**src/sft_map.svh**
```systemverilog
/*
 Constants for the sector file transfer sequencer: command codes,
 status codes, block geometry and parameter counts.
 Assumes inclusion by bare name from the package, the link checker and the bench.
*/
`ifndef SFT_MAP_SVH
`define SFT_MAP_SVH

// ****************************************************************
// Command codes
// ****************************************************************
`define SFT_CMD_READ_QUERY 8'h01
`define SFT_CMD_WRITE_QUERY 8'h02
`define SFT_CMD_FETCH 8'h03
`define SFT_CMD_HOST_DATA 8'h04
`define SFT_CMD_PASSTHRU 8'h05
`define SFT_CMD_DISK_READ 8'h06
`define SFT_CMD_READ_GO 8'h07
`define SFT_CMD_DISK_WRITE 8'h08
`define SFT_CMD_WRITE_GO 8'h09

// ****************************************************************
// Interrupt status codes
// ****************************************************************
`define SFT_ST_SUCCESS 8'h14
`define SFT_ST_READ_REQ 8'h1D
`define SFT_ST_WRITE_REQ 8'h1E
`define SFT_ST_DISK_ERR 8'h1F
`define SFT_ST_PARAM_ERR 8'h41
`define SFT_ST_CMD_ERR 8'h42

// ****************************************************************
// Geometry and counts
// ****************************************************************
`define SFT_BLOCK_BYTES 7'h40
`define SFT_LAST_BLOCK 3'h7
`define SFT_RESULT_BYTES 7'h08
`define SFT_QUERY_PARAMS 3'h1
`define SFT_DISK_PARAMS 3'h5
`define SFT_LBA_BYTES 3'h4

`endif

```
**src/sft_pkg.sv**
```systemverilog
/*
 Types shared by both ends of the sector file transfer sequencer.
 Assumes sft_map.svh is on the include path.
*/
package sft_pkg;
`include "sft_map.svh"

	typedef enum logic [8:0] {
		ST_IDLE = 9'h001,
		ST_PARAM = 9'h002,
		ST_QUERY = 9'h004,
		ST_FLUSH = 9'h008,
		ST_STEP = 9'h010,
		ST_FETCH = 9'h020,
		ST_HOLD = 9'h040,
		ST_STORE = 9'h080,
		ST_PASS = 9'h100
	} dev_state_type;

	typedef enum logic [7:0] {
		H_IDLE = 8'h01,
		H_QRY = 8'h02,
		H_WINT = 8'h04,
		H_RES = 8'h08,
		H_DISK = 8'h10,
		H_DRD = 8'h20,
		H_DWR = 8'h40,
		H_DONE = 8'h80
	} host_state_type;

	typedef logic [7:0] byte_type;
endpackage

```
**src/sft_link_if.sv**
```systemverilog
/*
 Command link between the host controller and the file sequencer.
 Assumes both ends run on the same clock; valid, request and pulse signals
 are single-cycle strobes with data valid in the same cycle; int_status holds.
*/
`timescale 1ns/1ps
interface sft_link_if;
	logic cmd_valid;
	logic [7:0] cmd_code;
	logic wr_valid;
	logic [7:0] wr_data;
	logic rd_req;
	logic rd_valid;
	logic [7:0] rd_data;
	logic int_pulse;
	logic [7:0] int_status;

	modport dev(input cmd_valid, input cmd_code, input wr_valid, input wr_data,
		input rd_req, output rd_valid, output rd_data, output int_pulse,
		output int_status);
	modport host(output cmd_valid, output cmd_code, output wr_valid, output wr_data,
		output rd_req, input rd_valid, input rd_data, input int_pulse,
		input int_status);
endinterface

```
**src/sft_device.sv**
```systemverilog
/*
 Device end of the sector file transfer sequencer: parameter queries,
 physical sector read/write by 64-byte blocks, pass-through, result fetch.
 Assumes a storage engine on the user side that moves blocks through the
 storage port of the buffer and answers each request with done or error.
*/
// Function
// - Read query takes one count, 1..255
// - Read query result: 8 bytes, count first
// - Result start LBA, four bytes, LSB first
// - Query success advances file pointer by grant
// - Host skips read when granted count zero
// - Query completion raises success status
// - Host reads with address and count returned
// - Read: 8 blocks per sector, request each
// - Host fetches block then sends read-continue
// - Write query count 0..255; 0 flushes
// - Zero write count stores length, then success
// - Write result: count first, LBA last four
// - Host skips write when granted count zero
// - Host writes with address and count returned
// - Write: 8 blocks per sector, request each
// - Host sends block, continue; device stores it
// - Device grows file length past end
// - Host should flush length when idle
// - Sector queries refused while SD active
// - Host loads CBW before pass-through
// - Pass-through return data readable by fetch
// - Storage failure ends transfer with disk error
`timescale 1ns/1ps
module sft_device
	import sft_pkg::*;
(
	input wire logic i_ref_clk,
	input wire logic i_srst,
	sft_link_if.dev link,
	input wire logic i_sd_active,
	input wire logic i_file_open,
	input wire logic [31:0] i_open_len,
	input wire logic [31:0] i_file_lba,
	input wire logic [31:0] i_free_sectors,
	output logic o_blk_req,
	output logic o_blk_write,
	output logic o_pass_req,
	output logic [31:0] o_blk_lba,
	output logic [2:0] o_blk_index,
	input wire logic i_blk_done,
	input wire logic i_blk_err,
	input wire logic [6:0] i_pass_len,
	output logic o_flush_req,
	output logic [31:0] o_file_len,
	input wire logic i_flush_done,
	input wire logic i_stg_we,
	input wire logic [5:0] i_stg_addr,
	input wire logic [7:0] i_stg_wdata,
	output logic [7:0] o_stg_rdata
);
	import sft_pkg::*;

	typedef struct packed {
		dev_state_type state;
		logic [7:0] cmd;
		logic [2:0] pcnt;
		logic [2:0] pneed;
		logic [31:0] plba;
		logic [7:0] pcount;
		logic hd_mode;
		logic [6:0] hd_addr;
		logic [31:0] file_ptr;
		logic [31:0] file_len;
		logic [31:0] cur_lba;
		logic [7:0] remain;
		logic [2:0] blk;
		logic is_write;
		logic [7:0] res_cnt;
		logic [31:0] res_lba;
		logic src_buf;
		logic [6:0] buf_len;
		logic [6:0] rd_ptr;
		logic [6:0] rd_idx;
		logic rd_pend;
		logic rd_valid;
		logic [7:0] rd_data;
		logic int_pulse;
		logic [7:0] int_status;
		logic blk_req;
		logic pass_req;
		logic flush_req;
	} dev_type;

	dev_type r;
	dev_type next_r;
	logic a_we;
	logic [5:0] a_addr;
	logic [7:0] a_rdata;
	logic [31:0] limit;
	logic [31:0] grant;
	logic [31:0] new_ptr;
	logic [7:0] res_byte;

	block_buffer u_buf (
		.i_ref_clk(i_ref_clk),
		.i_srst(i_srst),
		.i_a_we(a_we),
		.i_a_addr(a_addr),
		.i_a_wdata(link.wr_data),
		.o_a_rdata(a_rdata),
		.i_b_we(i_stg_we),
		.i_b_addr(i_stg_addr),
		.i_b_wdata(i_stg_wdata),
		.o_b_rdata(o_stg_rdata)
	);

	// ****************************************************************
	// Next-state logic
	// ****************************************************************
	always_comb begin
		next_r = r;
		next_r.int_pulse = 1'b0;
		next_r.blk_req = 1'b0;
		next_r.pass_req = 1'b0;
		next_r.flush_req = 1'b0;
		next_r.rd_valid = 1'b0;
		next_r.rd_pend = link.rd_req;
		a_we = link.wr_valid && r.hd_mode && (r.hd_addr < `SFT_BLOCK_BYTES);
		a_addr = a_we ? r.hd_addr[5:0] : r.rd_ptr[5:0];
		// Unused result bytes 1..3 read as zero
		case (r.rd_idx[2:0])
			3'h0: res_byte = r.res_cnt;
			3'h4: res_byte = r.res_lba[7:0];
			3'h5: res_byte = r.res_lba[15:8];
			3'h6: res_byte = r.res_lba[23:16];
			3'h7: res_byte = r.res_lba[31:24];
			default: res_byte = 8'h00;
		endcase
		if (r.cmd == `SFT_CMD_READ_QUERY) begin
			limit = (r.file_ptr < r.file_len) ? (r.file_len - r.file_ptr) : 32'h0;
		end else begin
			limit = i_free_sectors;
		end
		grant = ({24'h0, r.pcount} < limit) ? {24'h0, r.pcount} : limit;
		new_ptr = r.file_ptr + grant;

		// Fetch path: two cycles from strobe to data, bytes past the end read zero
		if (link.rd_req) begin
			next_r.rd_idx = r.rd_ptr;
			next_r.rd_ptr = r.rd_ptr + 7'h01;
		end
		if (r.rd_pend) begin
			next_r.rd_valid = 1'b1;
			if (r.rd_idx >= r.buf_len) begin
				next_r.rd_data = 8'h00;
			end else begin
				next_r.rd_data = r.src_buf ? a_rdata : res_byte;
			end
		end
		if (a_we) begin
			next_r.hd_addr = r.hd_addr + 7'h01;
		end

		if (link.cmd_valid && link.cmd_code == `SFT_CMD_FETCH) begin
			next_r.rd_ptr = 7'h00;
		end else if (link.cmd_valid && link.cmd_code == `SFT_CMD_HOST_DATA) begin
			next_r.hd_mode = 1'b1;
			next_r.hd_addr = 7'h00;
		end

		case (r.state)
			ST_IDLE: begin
				if (i_file_open) begin
					next_r.file_ptr = 32'h0;
					next_r.file_len = i_open_len;
				end
				if (link.cmd_valid) begin
					case (link.cmd_code)
						`SFT_CMD_READ_QUERY, `SFT_CMD_WRITE_QUERY,
						`SFT_CMD_DISK_READ, `SFT_CMD_DISK_WRITE: begin
							next_r.cmd = link.cmd_code;
							next_r.hd_mode = 1'b0;
							next_r.pcnt = 3'h0;
							if (link.cmd_code == `SFT_CMD_DISK_READ ||
								link.cmd_code == `SFT_CMD_DISK_WRITE) begin
								next_r.pneed = `SFT_DISK_PARAMS;
								next_r.state = ST_PARAM;
							end else if (i_sd_active) begin
								next_r.int_pulse = 1'b1;
								next_r.int_status = `SFT_ST_CMD_ERR;
							end else begin
								next_r.pneed = `SFT_QUERY_PARAMS;
								next_r.state = ST_PARAM;
							end
						end
						`SFT_CMD_PASSTHRU: begin
							// CBW is already in the buffer
							next_r.hd_mode = 1'b0;
							next_r.pass_req = 1'b1;
							next_r.state = ST_PASS;
						end
						default: begin
						end
					endcase
				end
			end
			ST_PARAM: begin
				if (link.wr_valid) begin
					next_r.pcnt = r.pcnt + 3'h1;
					if (r.pneed == `SFT_QUERY_PARAMS || r.pcnt == `SFT_LBA_BYTES) begin
						next_r.pcount = link.wr_data;
					end else begin
						next_r.plba = {link.wr_data, r.plba[31:8]};
					end
					if (r.pcnt + 3'h1 == r.pneed) begin
						if (r.pneed == `SFT_QUERY_PARAMS) begin
							next_r.state = ST_QUERY;
						end else begin
							next_r.cur_lba = r.plba;
							next_r.remain = link.wr_data;
							next_r.blk = 3'h0;
							next_r.is_write = (r.cmd == `SFT_CMD_DISK_WRITE);
							next_r.state = ST_STEP;
						end
					end
				end
			end
			ST_QUERY: begin
				next_r.int_pulse = 1'b1;
				next_r.int_status = `SFT_ST_SUCCESS;
				next_r.src_buf = 1'b0;
				next_r.buf_len = `SFT_RESULT_BYTES;
				next_r.res_lba = i_file_lba + r.file_ptr;
				next_r.res_cnt = grant[7:0];
				next_r.state = ST_IDLE;
				if (r.pcount == 8'h00 && r.cmd == `SFT_CMD_READ_QUERY) begin
					next_r.int_status = `SFT_ST_PARAM_ERR;
				end else if (r.pcount == 8'h00) begin
					next_r.int_pulse = 1'b0;
					next_r.int_status = r.int_status;
					next_r.flush_req = 1'b1;
					next_r.state = ST_FLUSH;
				end else begin
					next_r.file_ptr = new_ptr;
					if (r.cmd == `SFT_CMD_WRITE_QUERY && new_ptr > r.file_len) begin
						next_r.file_len = new_ptr;
					end
				end
			end
			ST_FLUSH: begin
				if (i_flush_done) begin
					next_r.int_pulse = 1'b1;
					next_r.int_status = `SFT_ST_SUCCESS;
					next_r.state = ST_IDLE;
				end
			end
			ST_STEP: begin
				if (r.remain == 8'h00) begin
					next_r.int_pulse = 1'b1;
					next_r.int_status = `SFT_ST_SUCCESS;
					next_r.state = ST_IDLE;
				end else if (r.is_write) begin
					next_r.int_pulse = 1'b1;
					next_r.int_status = `SFT_ST_WRITE_REQ;
					next_r.state = ST_HOLD;
				end else begin
					next_r.blk_req = 1'b1;
					next_r.state = ST_FETCH;
				end
			end
			ST_FETCH, ST_STORE, ST_PASS: begin
				if (i_blk_err) begin
					next_r.int_pulse = 1'b1;
					next_r.int_status = `SFT_ST_DISK_ERR;
					next_r.state = ST_IDLE;
				end else if (i_blk_done) begin
					next_r.int_pulse = (r.state != ST_STORE);
					next_r.src_buf = 1'b1;
					next_r.buf_len = (r.state == ST_PASS) ? i_pass_len : `SFT_BLOCK_BYTES;
					// A store ends silently, so the status must not move without an event
					if (r.state == ST_PASS) begin
						next_r.int_status = `SFT_ST_SUCCESS;
					end else if (r.state == ST_FETCH) begin
						next_r.int_status = `SFT_ST_READ_REQ;
					end
					next_r.state = (r.state == ST_FETCH) ? ST_HOLD : ST_IDLE;
					if (r.state == ST_STORE) begin
						next_r.state = ST_STEP;
						next_r.blk = r.blk + 3'h1;
						if (r.blk == `SFT_LAST_BLOCK) begin
							next_r.remain = r.remain - 8'h01;
							next_r.cur_lba = r.cur_lba + 32'h1;
						end
					end
				end
			end
			ST_HOLD: begin
				if (link.cmd_valid && !r.is_write && link.cmd_code == `SFT_CMD_READ_GO) begin
					next_r.state = ST_STEP;
					next_r.blk = r.blk + 3'h1;
					if (r.blk == `SFT_LAST_BLOCK) begin
						next_r.remain = r.remain - 8'h01;
						next_r.cur_lba = r.cur_lba + 32'h1;
					end
				end else if (link.cmd_valid && r.is_write &&
					link.cmd_code == `SFT_CMD_WRITE_GO) begin
					next_r.hd_mode = 1'b0;
					next_r.blk_req = 1'b1;
					next_r.state = ST_STORE;
				end
			end
			default: begin
				next_r.state = ST_IDLE;
			end
		endcase
	end

	// ****************************************************************
	// State register
	// ****************************************************************
	always_ff @(posedge i_ref_clk) begin
		if (i_srst) begin
			r <= '0;
			r.state <= ST_IDLE;
			r.buf_len <= `SFT_RESULT_BYTES;
		end else begin
			r <= next_r;
		end
	end

	assign link.rd_valid = r.rd_valid;
	assign link.rd_data = r.rd_data;
	assign link.int_pulse = r.int_pulse;
	assign link.int_status = r.int_status;
	assign o_blk_req = r.blk_req;
	assign o_blk_write = r.is_write;
	assign o_pass_req = r.pass_req;
	assign o_blk_lba = r.cur_lba;
	assign o_blk_index = r.blk;
	assign o_flush_req = r.flush_req;
	assign o_file_len = r.file_len;
endmodule

```
**src/block_buffer.sv**
```systemverilog
/*
 64-byte block buffer with a link-side port and a storage-side port.
 Assumes one clock; reads are registered, one cycle of latency.
*/
`timescale 1ns/1ps
module block_buffer (
	input wire logic i_ref_clk,
	input wire logic i_srst,
	input wire logic i_a_we,
	input wire logic [5:0] i_a_addr,
	input wire logic [7:0] i_a_wdata,
	output logic [7:0] o_a_rdata,
	input wire logic i_b_we,
	input wire logic [5:0] i_b_addr,
	input wire logic [7:0] i_b_wdata,
	output logic [7:0] o_b_rdata
);
	logic [7:0] mem [0:63];

	// Storage port wins on a same-address collision: it lands after the link write
	always_ff @(posedge i_ref_clk) begin
		if (i_a_we) begin
			mem[i_a_addr] <= i_a_wdata;
		end
		if (i_b_we) begin
			mem[i_b_addr] <= i_b_wdata;
		end
		if (i_srst) begin
			o_a_rdata <= 8'h00;
			o_b_rdata <= 8'h00;
		end else begin
			o_a_rdata <= mem[i_a_addr];
			o_b_rdata <= mem[i_b_addr];
		end
	end
endmodule

```
**src/flat_wrapper.sv**
```systemverilog
// flat-port wrapper written by rule: the top's interface ports become plain ports
module sft_device_flat import sft_pkg::*;
  (i_ref_clk, i_srst, i_sd_active, i_file_open, i_open_len, i_file_lba, i_free_sectors, o_blk_req, o_blk_write, o_pass_req, o_blk_lba, o_blk_index, i_blk_done, i_blk_err, i_pass_len, o_flush_req, o_file_len, i_flush_done, i_stg_we, i_stg_addr, i_stg_wdata, o_stg_rdata, link_cmd_valid, link_cmd_code, link_wr_valid, link_wr_data, link_rd_req, link_rd_valid, link_rd_data, link_int_pulse, link_int_status);
  sft_link_if link_i ();
  input wire logic i_ref_clk;
  input wire logic i_srst;
  input wire logic i_sd_active;
  input wire logic i_file_open;
  input wire logic [31:0] i_open_len;
  input wire logic [31:0] i_file_lba;
  input wire logic [31:0] i_free_sectors;
  output logic o_blk_req;
  output logic o_blk_write;
  output logic o_pass_req;
  output logic [31:0] o_blk_lba;
  output logic [2:0] o_blk_index;
  input wire logic i_blk_done;
  input wire logic i_blk_err;
  input wire logic [6:0] i_pass_len;
  output logic o_flush_req;
  output logic [31:0] o_file_len;
  input wire logic i_flush_done;
  input wire logic i_stg_we;
  input wire logic [5:0] i_stg_addr;
  input wire logic [7:0] i_stg_wdata;
  output logic [7:0] o_stg_rdata;
  input wire logic [$bits(link_i.cmd_valid)-1:0] link_cmd_valid;
  input wire logic [$bits(link_i.cmd_code)-1:0] link_cmd_code;
  input wire logic [$bits(link_i.wr_valid)-1:0] link_wr_valid;
  input wire logic [$bits(link_i.wr_data)-1:0] link_wr_data;
  input wire logic [$bits(link_i.rd_req)-1:0] link_rd_req;
  output wire logic [$bits(link_i.rd_valid)-1:0] link_rd_valid;
  output wire logic [$bits(link_i.rd_data)-1:0] link_rd_data;
  output wire logic [$bits(link_i.int_pulse)-1:0] link_int_pulse;
  output wire logic [$bits(link_i.int_status)-1:0] link_int_status;
  assign link_i.cmd_valid = link_cmd_valid;
  assign link_i.cmd_code = link_cmd_code;
  assign link_i.wr_valid = link_wr_valid;
  assign link_i.wr_data = link_wr_data;
  assign link_i.rd_req = link_rd_req;
  assign link_rd_valid = link_i.rd_valid;
  assign link_rd_data = link_i.rd_data;
  assign link_int_pulse = link_i.int_pulse;
  assign link_int_status = link_i.int_status;
  sft_device u_core (.i_ref_clk(i_ref_clk), .i_srst(i_srst), .link(link_i), .i_sd_active(i_sd_active), .i_file_open(i_file_open), .i_open_len(i_open_len), .i_file_lba(i_file_lba), .i_free_sectors(i_free_sectors), .o_blk_req(o_blk_req), .o_blk_write(o_blk_write), .o_pass_req(o_pass_req), .o_blk_lba(o_blk_lba), .o_blk_index(o_blk_index), .i_blk_done(i_blk_done), .i_blk_err(i_blk_err), .i_pass_len(i_pass_len), .o_flush_req(o_flush_req), .o_file_len(o_file_len), .i_flush_done(i_flush_done), .i_stg_we(i_stg_we), .i_stg_addr(i_stg_addr), .i_stg_wdata(i_stg_wdata), .o_stg_rdata(o_stg_rdata));
endmodule
```
**config.mk**
```make
export PLATFORM = sky130hd
export DESIGN_NAME = sft_device_flat
export DESIGN_NICKNAME = d
export VERILOG_FILES = /design/src/sft_pkg.sv /design/src/sft_link_if.sv /design/src/sft_device.sv /design/src/block_buffer.sv /design/src/flat_wrapper.sv
export VERILOG_INCLUDE_DIRS = /design/src
export SDC_FILE = /design/constraint.sdc
export NUM_CORES = 2
export LEC_CHECK = 0
export ABC_AREA = 1
export CORE_ASPECT_RATIO = 0.6
export CORE_MARGIN = 8
export CORE_UTILIZATION = 30
export DETAILED_ROUTE_END_ITERATION = 6
export DONT_BUFFER_PORTS = 1
export PLACE_DENSITY = 0.53
export SYNTH_ARGS = -nofsm -noshare
export SYNTH_HDL_FRONTEND = slang
export SYNTH_HIERARCHICAL = 1
export SYNTH_SLANG_ARGS = --single-unit
```
**constraint.sdc**
```tcl
create_clock -name i_ref_clk -period 7.5 [get_ports i_ref_clk]
set_input_delay 0.375 -clock i_ref_clk [delete_from_list [all_inputs] [get_ports i_ref_clk]]
set_output_delay 0.375 -clock i_ref_clk [all_outputs]
set_load 0.02 [all_outputs]
```
==> run summary <==
The run finished with clean final reports. The global routing's busiest layer was met1. The cell repeated most along the worst path was sky130_fd_sc_hd__nand2_2.

The startpoint identified for the worst register-to-register timing path is u_core/o_file_len[0]$_SDFFE_PP0P_. Leading cell type in the layout, fill and taps excluded: sky130_fd_sc_hd__nand2_1. The sequential share of the synthesized area was 0.392; the area fraction in compound gates after synthesis was 0.156.

The run gives 0.335 as the end-of-flow core utilization. Final net count: 8014. The delay of the slowest critical-path stage came out at 0.34 ns.

For the total clock sinks, the log shows 787. Summed over all cells, the static leakage comes to 26.9 nW. The number of buffers and inverters on the critical path is 11. The die span in x came out at 560 um.

The first global-routing pass estimated 336000 um of wire. The critical path data required time is 8.13 ns, and the standard cell area after detailed placement is 0.0555 sq mm. The maximum count of clock buffers along a single path was 3; the mux contribution to synthesized area was 0. The final non-filler cell area was 0.0595 sq mm.

The post-synthesis xor/xnor area fraction was 0.0148. In this run the worst path has a maximum fanout of 13. Detailed routing inserted a total of 53800 vias. The later pin in the worst-skew pair is clocked with a latency of 0.74 ns. The number of buffers created by CTS was 91. The logs give 0.234 for the aggregate global-route resource usage and 7849 for the DRC marker count from the first detailed-route iteration.

For the final database, setup skew stands at 0.0370 ns. Cell area after synthesis: 0.0533 sq mm. For the pin with the worst max-slew slack, the measured transition is 1.30 ns. Excluding fillers, the count of instances in the completed layout stands at 10200.

The H-tree was split into 3 levels. The end of the worst register-to-register path was u_core/o_file_len[2]$_SDFFE_PP0P_. The post-detailed-route count of antenna-violating nets was 0; the routed length per instance was 23.3 um. Register-to-register setup slack: 0.37 ns. The critical path ends at u_core/o_file_len[2]$_SDFFE_PP0P_. The worst min-delay path category was in -> reg. The count of cells along the worst register-to-register path works out to 51. The synthesized design contains 787 register bits. TritonCTS built the clock tree.

At the end of routability-driven placement, the weighted congestion stood at 0.971. STA classifies the critical path endpoint as a flop. The routed via count divided by cell count is 5.28. The tools report the met2 usage in global routing as 0.289. The share of cells above drive strength 1 was 0.0688; the floorplan die area was 0.192 sq mm. The tightest hold path in the finished design has a slack of 0.0452 ns.

The run gives 6 as the number of detailed-route iterations in the first pass. The critical path starts at u_core/o_file_len[0]$_SDFFE_PP0P_. I/O pin total: 241. The run gives 0 as the number of slew-limit violations in the final report. After global routing the overflow that remains totals 0.

The run gives 6 as the number of warnings printed during yosys synthesis. The filler cells instantiated in the layout total 19200. The run gives 120 as the cell row count.

In the layout the commonest cells are sky130_fd_sc_hd__nand2_1, sky130_fd_sc_hd__o21ai_0, sky130_fd_sc_hd__inv_1. The arrival time of data at the critical path endpoint was 7.76 ns. By area, the combinational part of the netlist is dominated by simple AND/OR/NAND/NOR gates. After synthesis, the mean cell area works out to 6.79 sq um. For the met3 capacity usage during global routing, the log shows 0.0848. The met1 demand-to-capacity share in global routing came out at 0.372. Type of element launching the critical path: a flop. The worst-case IR drop observed on VDD is 0.177 mV. The area inside the core boundary was 0.177 sq mm. The HPWL after detailed placement is 163000 um. Counting every instance in the synthesized netlist gives 7850. Subtracting the final worst setup slack from the clock period gives 7.13 ns.

The run gives 237000 um as the final wirelength. In this run the number of cells on the critical path is 51. The placed instance count was 9933. After clock tree synthesis, the clock-pin slew on the worst setup and hold paths is 0.07 ns.

Portion of the clock cycle consumed by the worst path in the final layout: 0.951. For the via count of the first global-routing pass, the log shows 47100. The remaining max-slew budget at the tightest pin came out at 0.126.

The count of max-cap constraint violations came out at 0. Clock root buffer master: sky130_fd_sc_hd__clkbuf_16. The power density normalized to cell area is 264 mW/mm^2. The pin count of the biggest net entering global routing was 386. The initial antenna violation count was 15; the initial cell density of the core was 0.300.

The layout overhead on the synthesized area was 11.6%. The count of cell types in the netlist is 70. Based on the critical path, the design can be clocked at up to 0.140 GHz.

The adder-cell area share of the yosys netlist is 0.0361. Setup violations remaining at the end of the flow were counted as 0. For the number of failing hold endpoints at the final stage, the log shows 0. Among all stages on the critical path, the largest delay is contributed by sky130_fd_sc_hd__dfxtp_1. The worst setup path is of the reg -> reg kind. In this run the tool buffered the top-level ports with 0 buffer cells.

On the critical path the largest part of the delay comes from simple AND/OR/NAND/NOR gates. The area share of and/or/nand/nor cells after synthesis was 0.306; the power after layout was 15.7 mW. Total DRC errors in the routed layout: 0. The floorplan step set the die height to 343 um.
-- cell usage after synthesis, drive strengths merged --
library cell  count  area, sq um
nand2          3248        12300
o21ai          1091         5470
inv             668         2510
edfxtp          512        15400
nor2            463         1940
a21oi           316         1600
dfxtp           275         5510
clkbuf          272         1060
buf             248         1480
nand3           178          933
ha              149         1860
xor2             63          552
nor3             60          389
nand4            45          297
a211oi           30          225
nor4             28          224
xnor2            27          236
o211ai           25          188
a22oi            21          158
o22ai            20          125
o21a             17          128
o21bai           12         90.1
or2              10         62.6
a21o              8         60.1
a221oi            8         70.1
and3              7         43.8
clkinv            7         27.5
a31oi             6         37.5
nor3b             5         42.5
o221ai            4         35.0
a32oi             3         26.3
fa                3         60.1
nand3b            3         22.5
o31ai             3         22.5
a21boi            2         15.0
a31o              2         17.5
and2              2         12.5
o32ai             2         17.5
or4               2         18.8
a2111oi           1         8.76
a41oi             1         8.76
conb              1         3.75
o2111ai           1         8.76
o221a             1         11.3
-- worst min-delay path by stage --
stage / startpoint / end / slack [ns] / depth (start not counted)
floorplan: u_core/r[251]$_SDFFE_PP0P_ / u_core/r[251]$_SDFFE_PP0P_ / 0.44 / 2
global placement: u_core/r[253]$_SDFFE_PP0P_ / u_core/r[253]$_SDFFE_PP0P_ / 0.44 / 2
detailed placement: u_core/r[252]$_SDFFE_PP0P_ / u_core/r[252]$_SDFFE_PP0P_ / 0.45 / 2
CTS: i_open_len[2] / u_core/o_file_len[2]$_SDFFE_PP0P_ / 0.0008 / 4
global route: i_open_len[2] / u_core/o_file_len[2]$_SDFFE_PP0P_ / 0.03 / 4
finish: i_open_len[8] / u_core/o_file_len[8]$_SDFFE_PP0P_ / 0.05 / 4
-- flip-flops by register name (all words and copies together), names as in the netlist, 3 cells and up --
signal                  flops
u_core/link.int_status      5
u_core/o_file_len          32
u_core/o_blk_lba           32
u_core/link.rd_data         8
u_core/u_buf/mem          512
u_core/o_blk_index          3
u_core/u_buf/o_a_rdata      8
u_core/r                  173
u_core/u_buf/o_b_rdata      8
-- per-layer routing --
metal | vias to the layer above | wire (um)
met4 | 2 | 5200
met1 | 25200 | 112000
met2 | 3244 | 84400
met5 | - | 11
met3 | 277 | 35200
li1 | 25100 | -
-- through the flow --
| step | setup TNS, ns | setup WS, ns |
|---|---|---|
| 2_1_floorplan | 0 | 0.654 |
| 3_3_place_gp | 0 | 0.381 |
| 3_5_place_dp | 0 | 0.278 |
| 4_1_cts | 0 | 0.247 |
| 5_1_grt | -0.469 | -0.0670 |
| 6_report | 0 | 0.367 |
-- report_power, final --
part | internal [mW] | total [mW] | switching, mW
sequential | 4.82 | 5.02 | 0.203
combinational | 1.94 | 6.15 | 4.21
clock | 2.48 | 4.52 | 2.04
-- layout make-up --
cell class / instances / area, sq um / area share
diodes: 7 / 17.5 / 0.000294
clock inverters: 40 / 348 / 0.00585
multi-input cells: 5892 / 27700 / 0.465
repair buffers: 271 / 2450 / 0.0412
flip-flops and latches: 787 / 20900 / 0.351
inverters: 675 / 2560 / 0.0431
well taps: 2379 / 2980 / 0.0500
clock buffers: 127 / 2570 / 0.0432
-- what timing repair did --
action | in CTS | in global routing
endpoints found under the hold margin | 698 | 0
hold buffers | 64 | 0
gates resized for setup | 0 | 54
endpoints found under the setup margin | 0 | 32
setup buffers | 0 | 6
-- cells by family (layout without fill, tap and decap cells) --
| family | after synthesis | in the layout |
|---|---|---|
| DFF | 787 | 787 |
| adders and majority gates | 152 | 152 |
| and+or+nand+nor | 4051 | 4051 |
| buffers and inverters | 1195 | 1113 |
| AOI/OAI and AO/OA | 1574 | 1574 |
| xor gates and xnor gates | 90 | 90 |
| other | 1 | 32 |
-- tightest hold or removal path, stage by stage --
cell                      delay, ns
sky130_fd_sc_hd__nand2_1       0.14
sky130_fd_sc_hd__nand2_1       0.11
sky130_fd_sc_hd__nor2_1        0.04
sky130_fd_sc_hd__nor2_1        0.08
No activity file was read; power rests on OpenSTA's default activity.
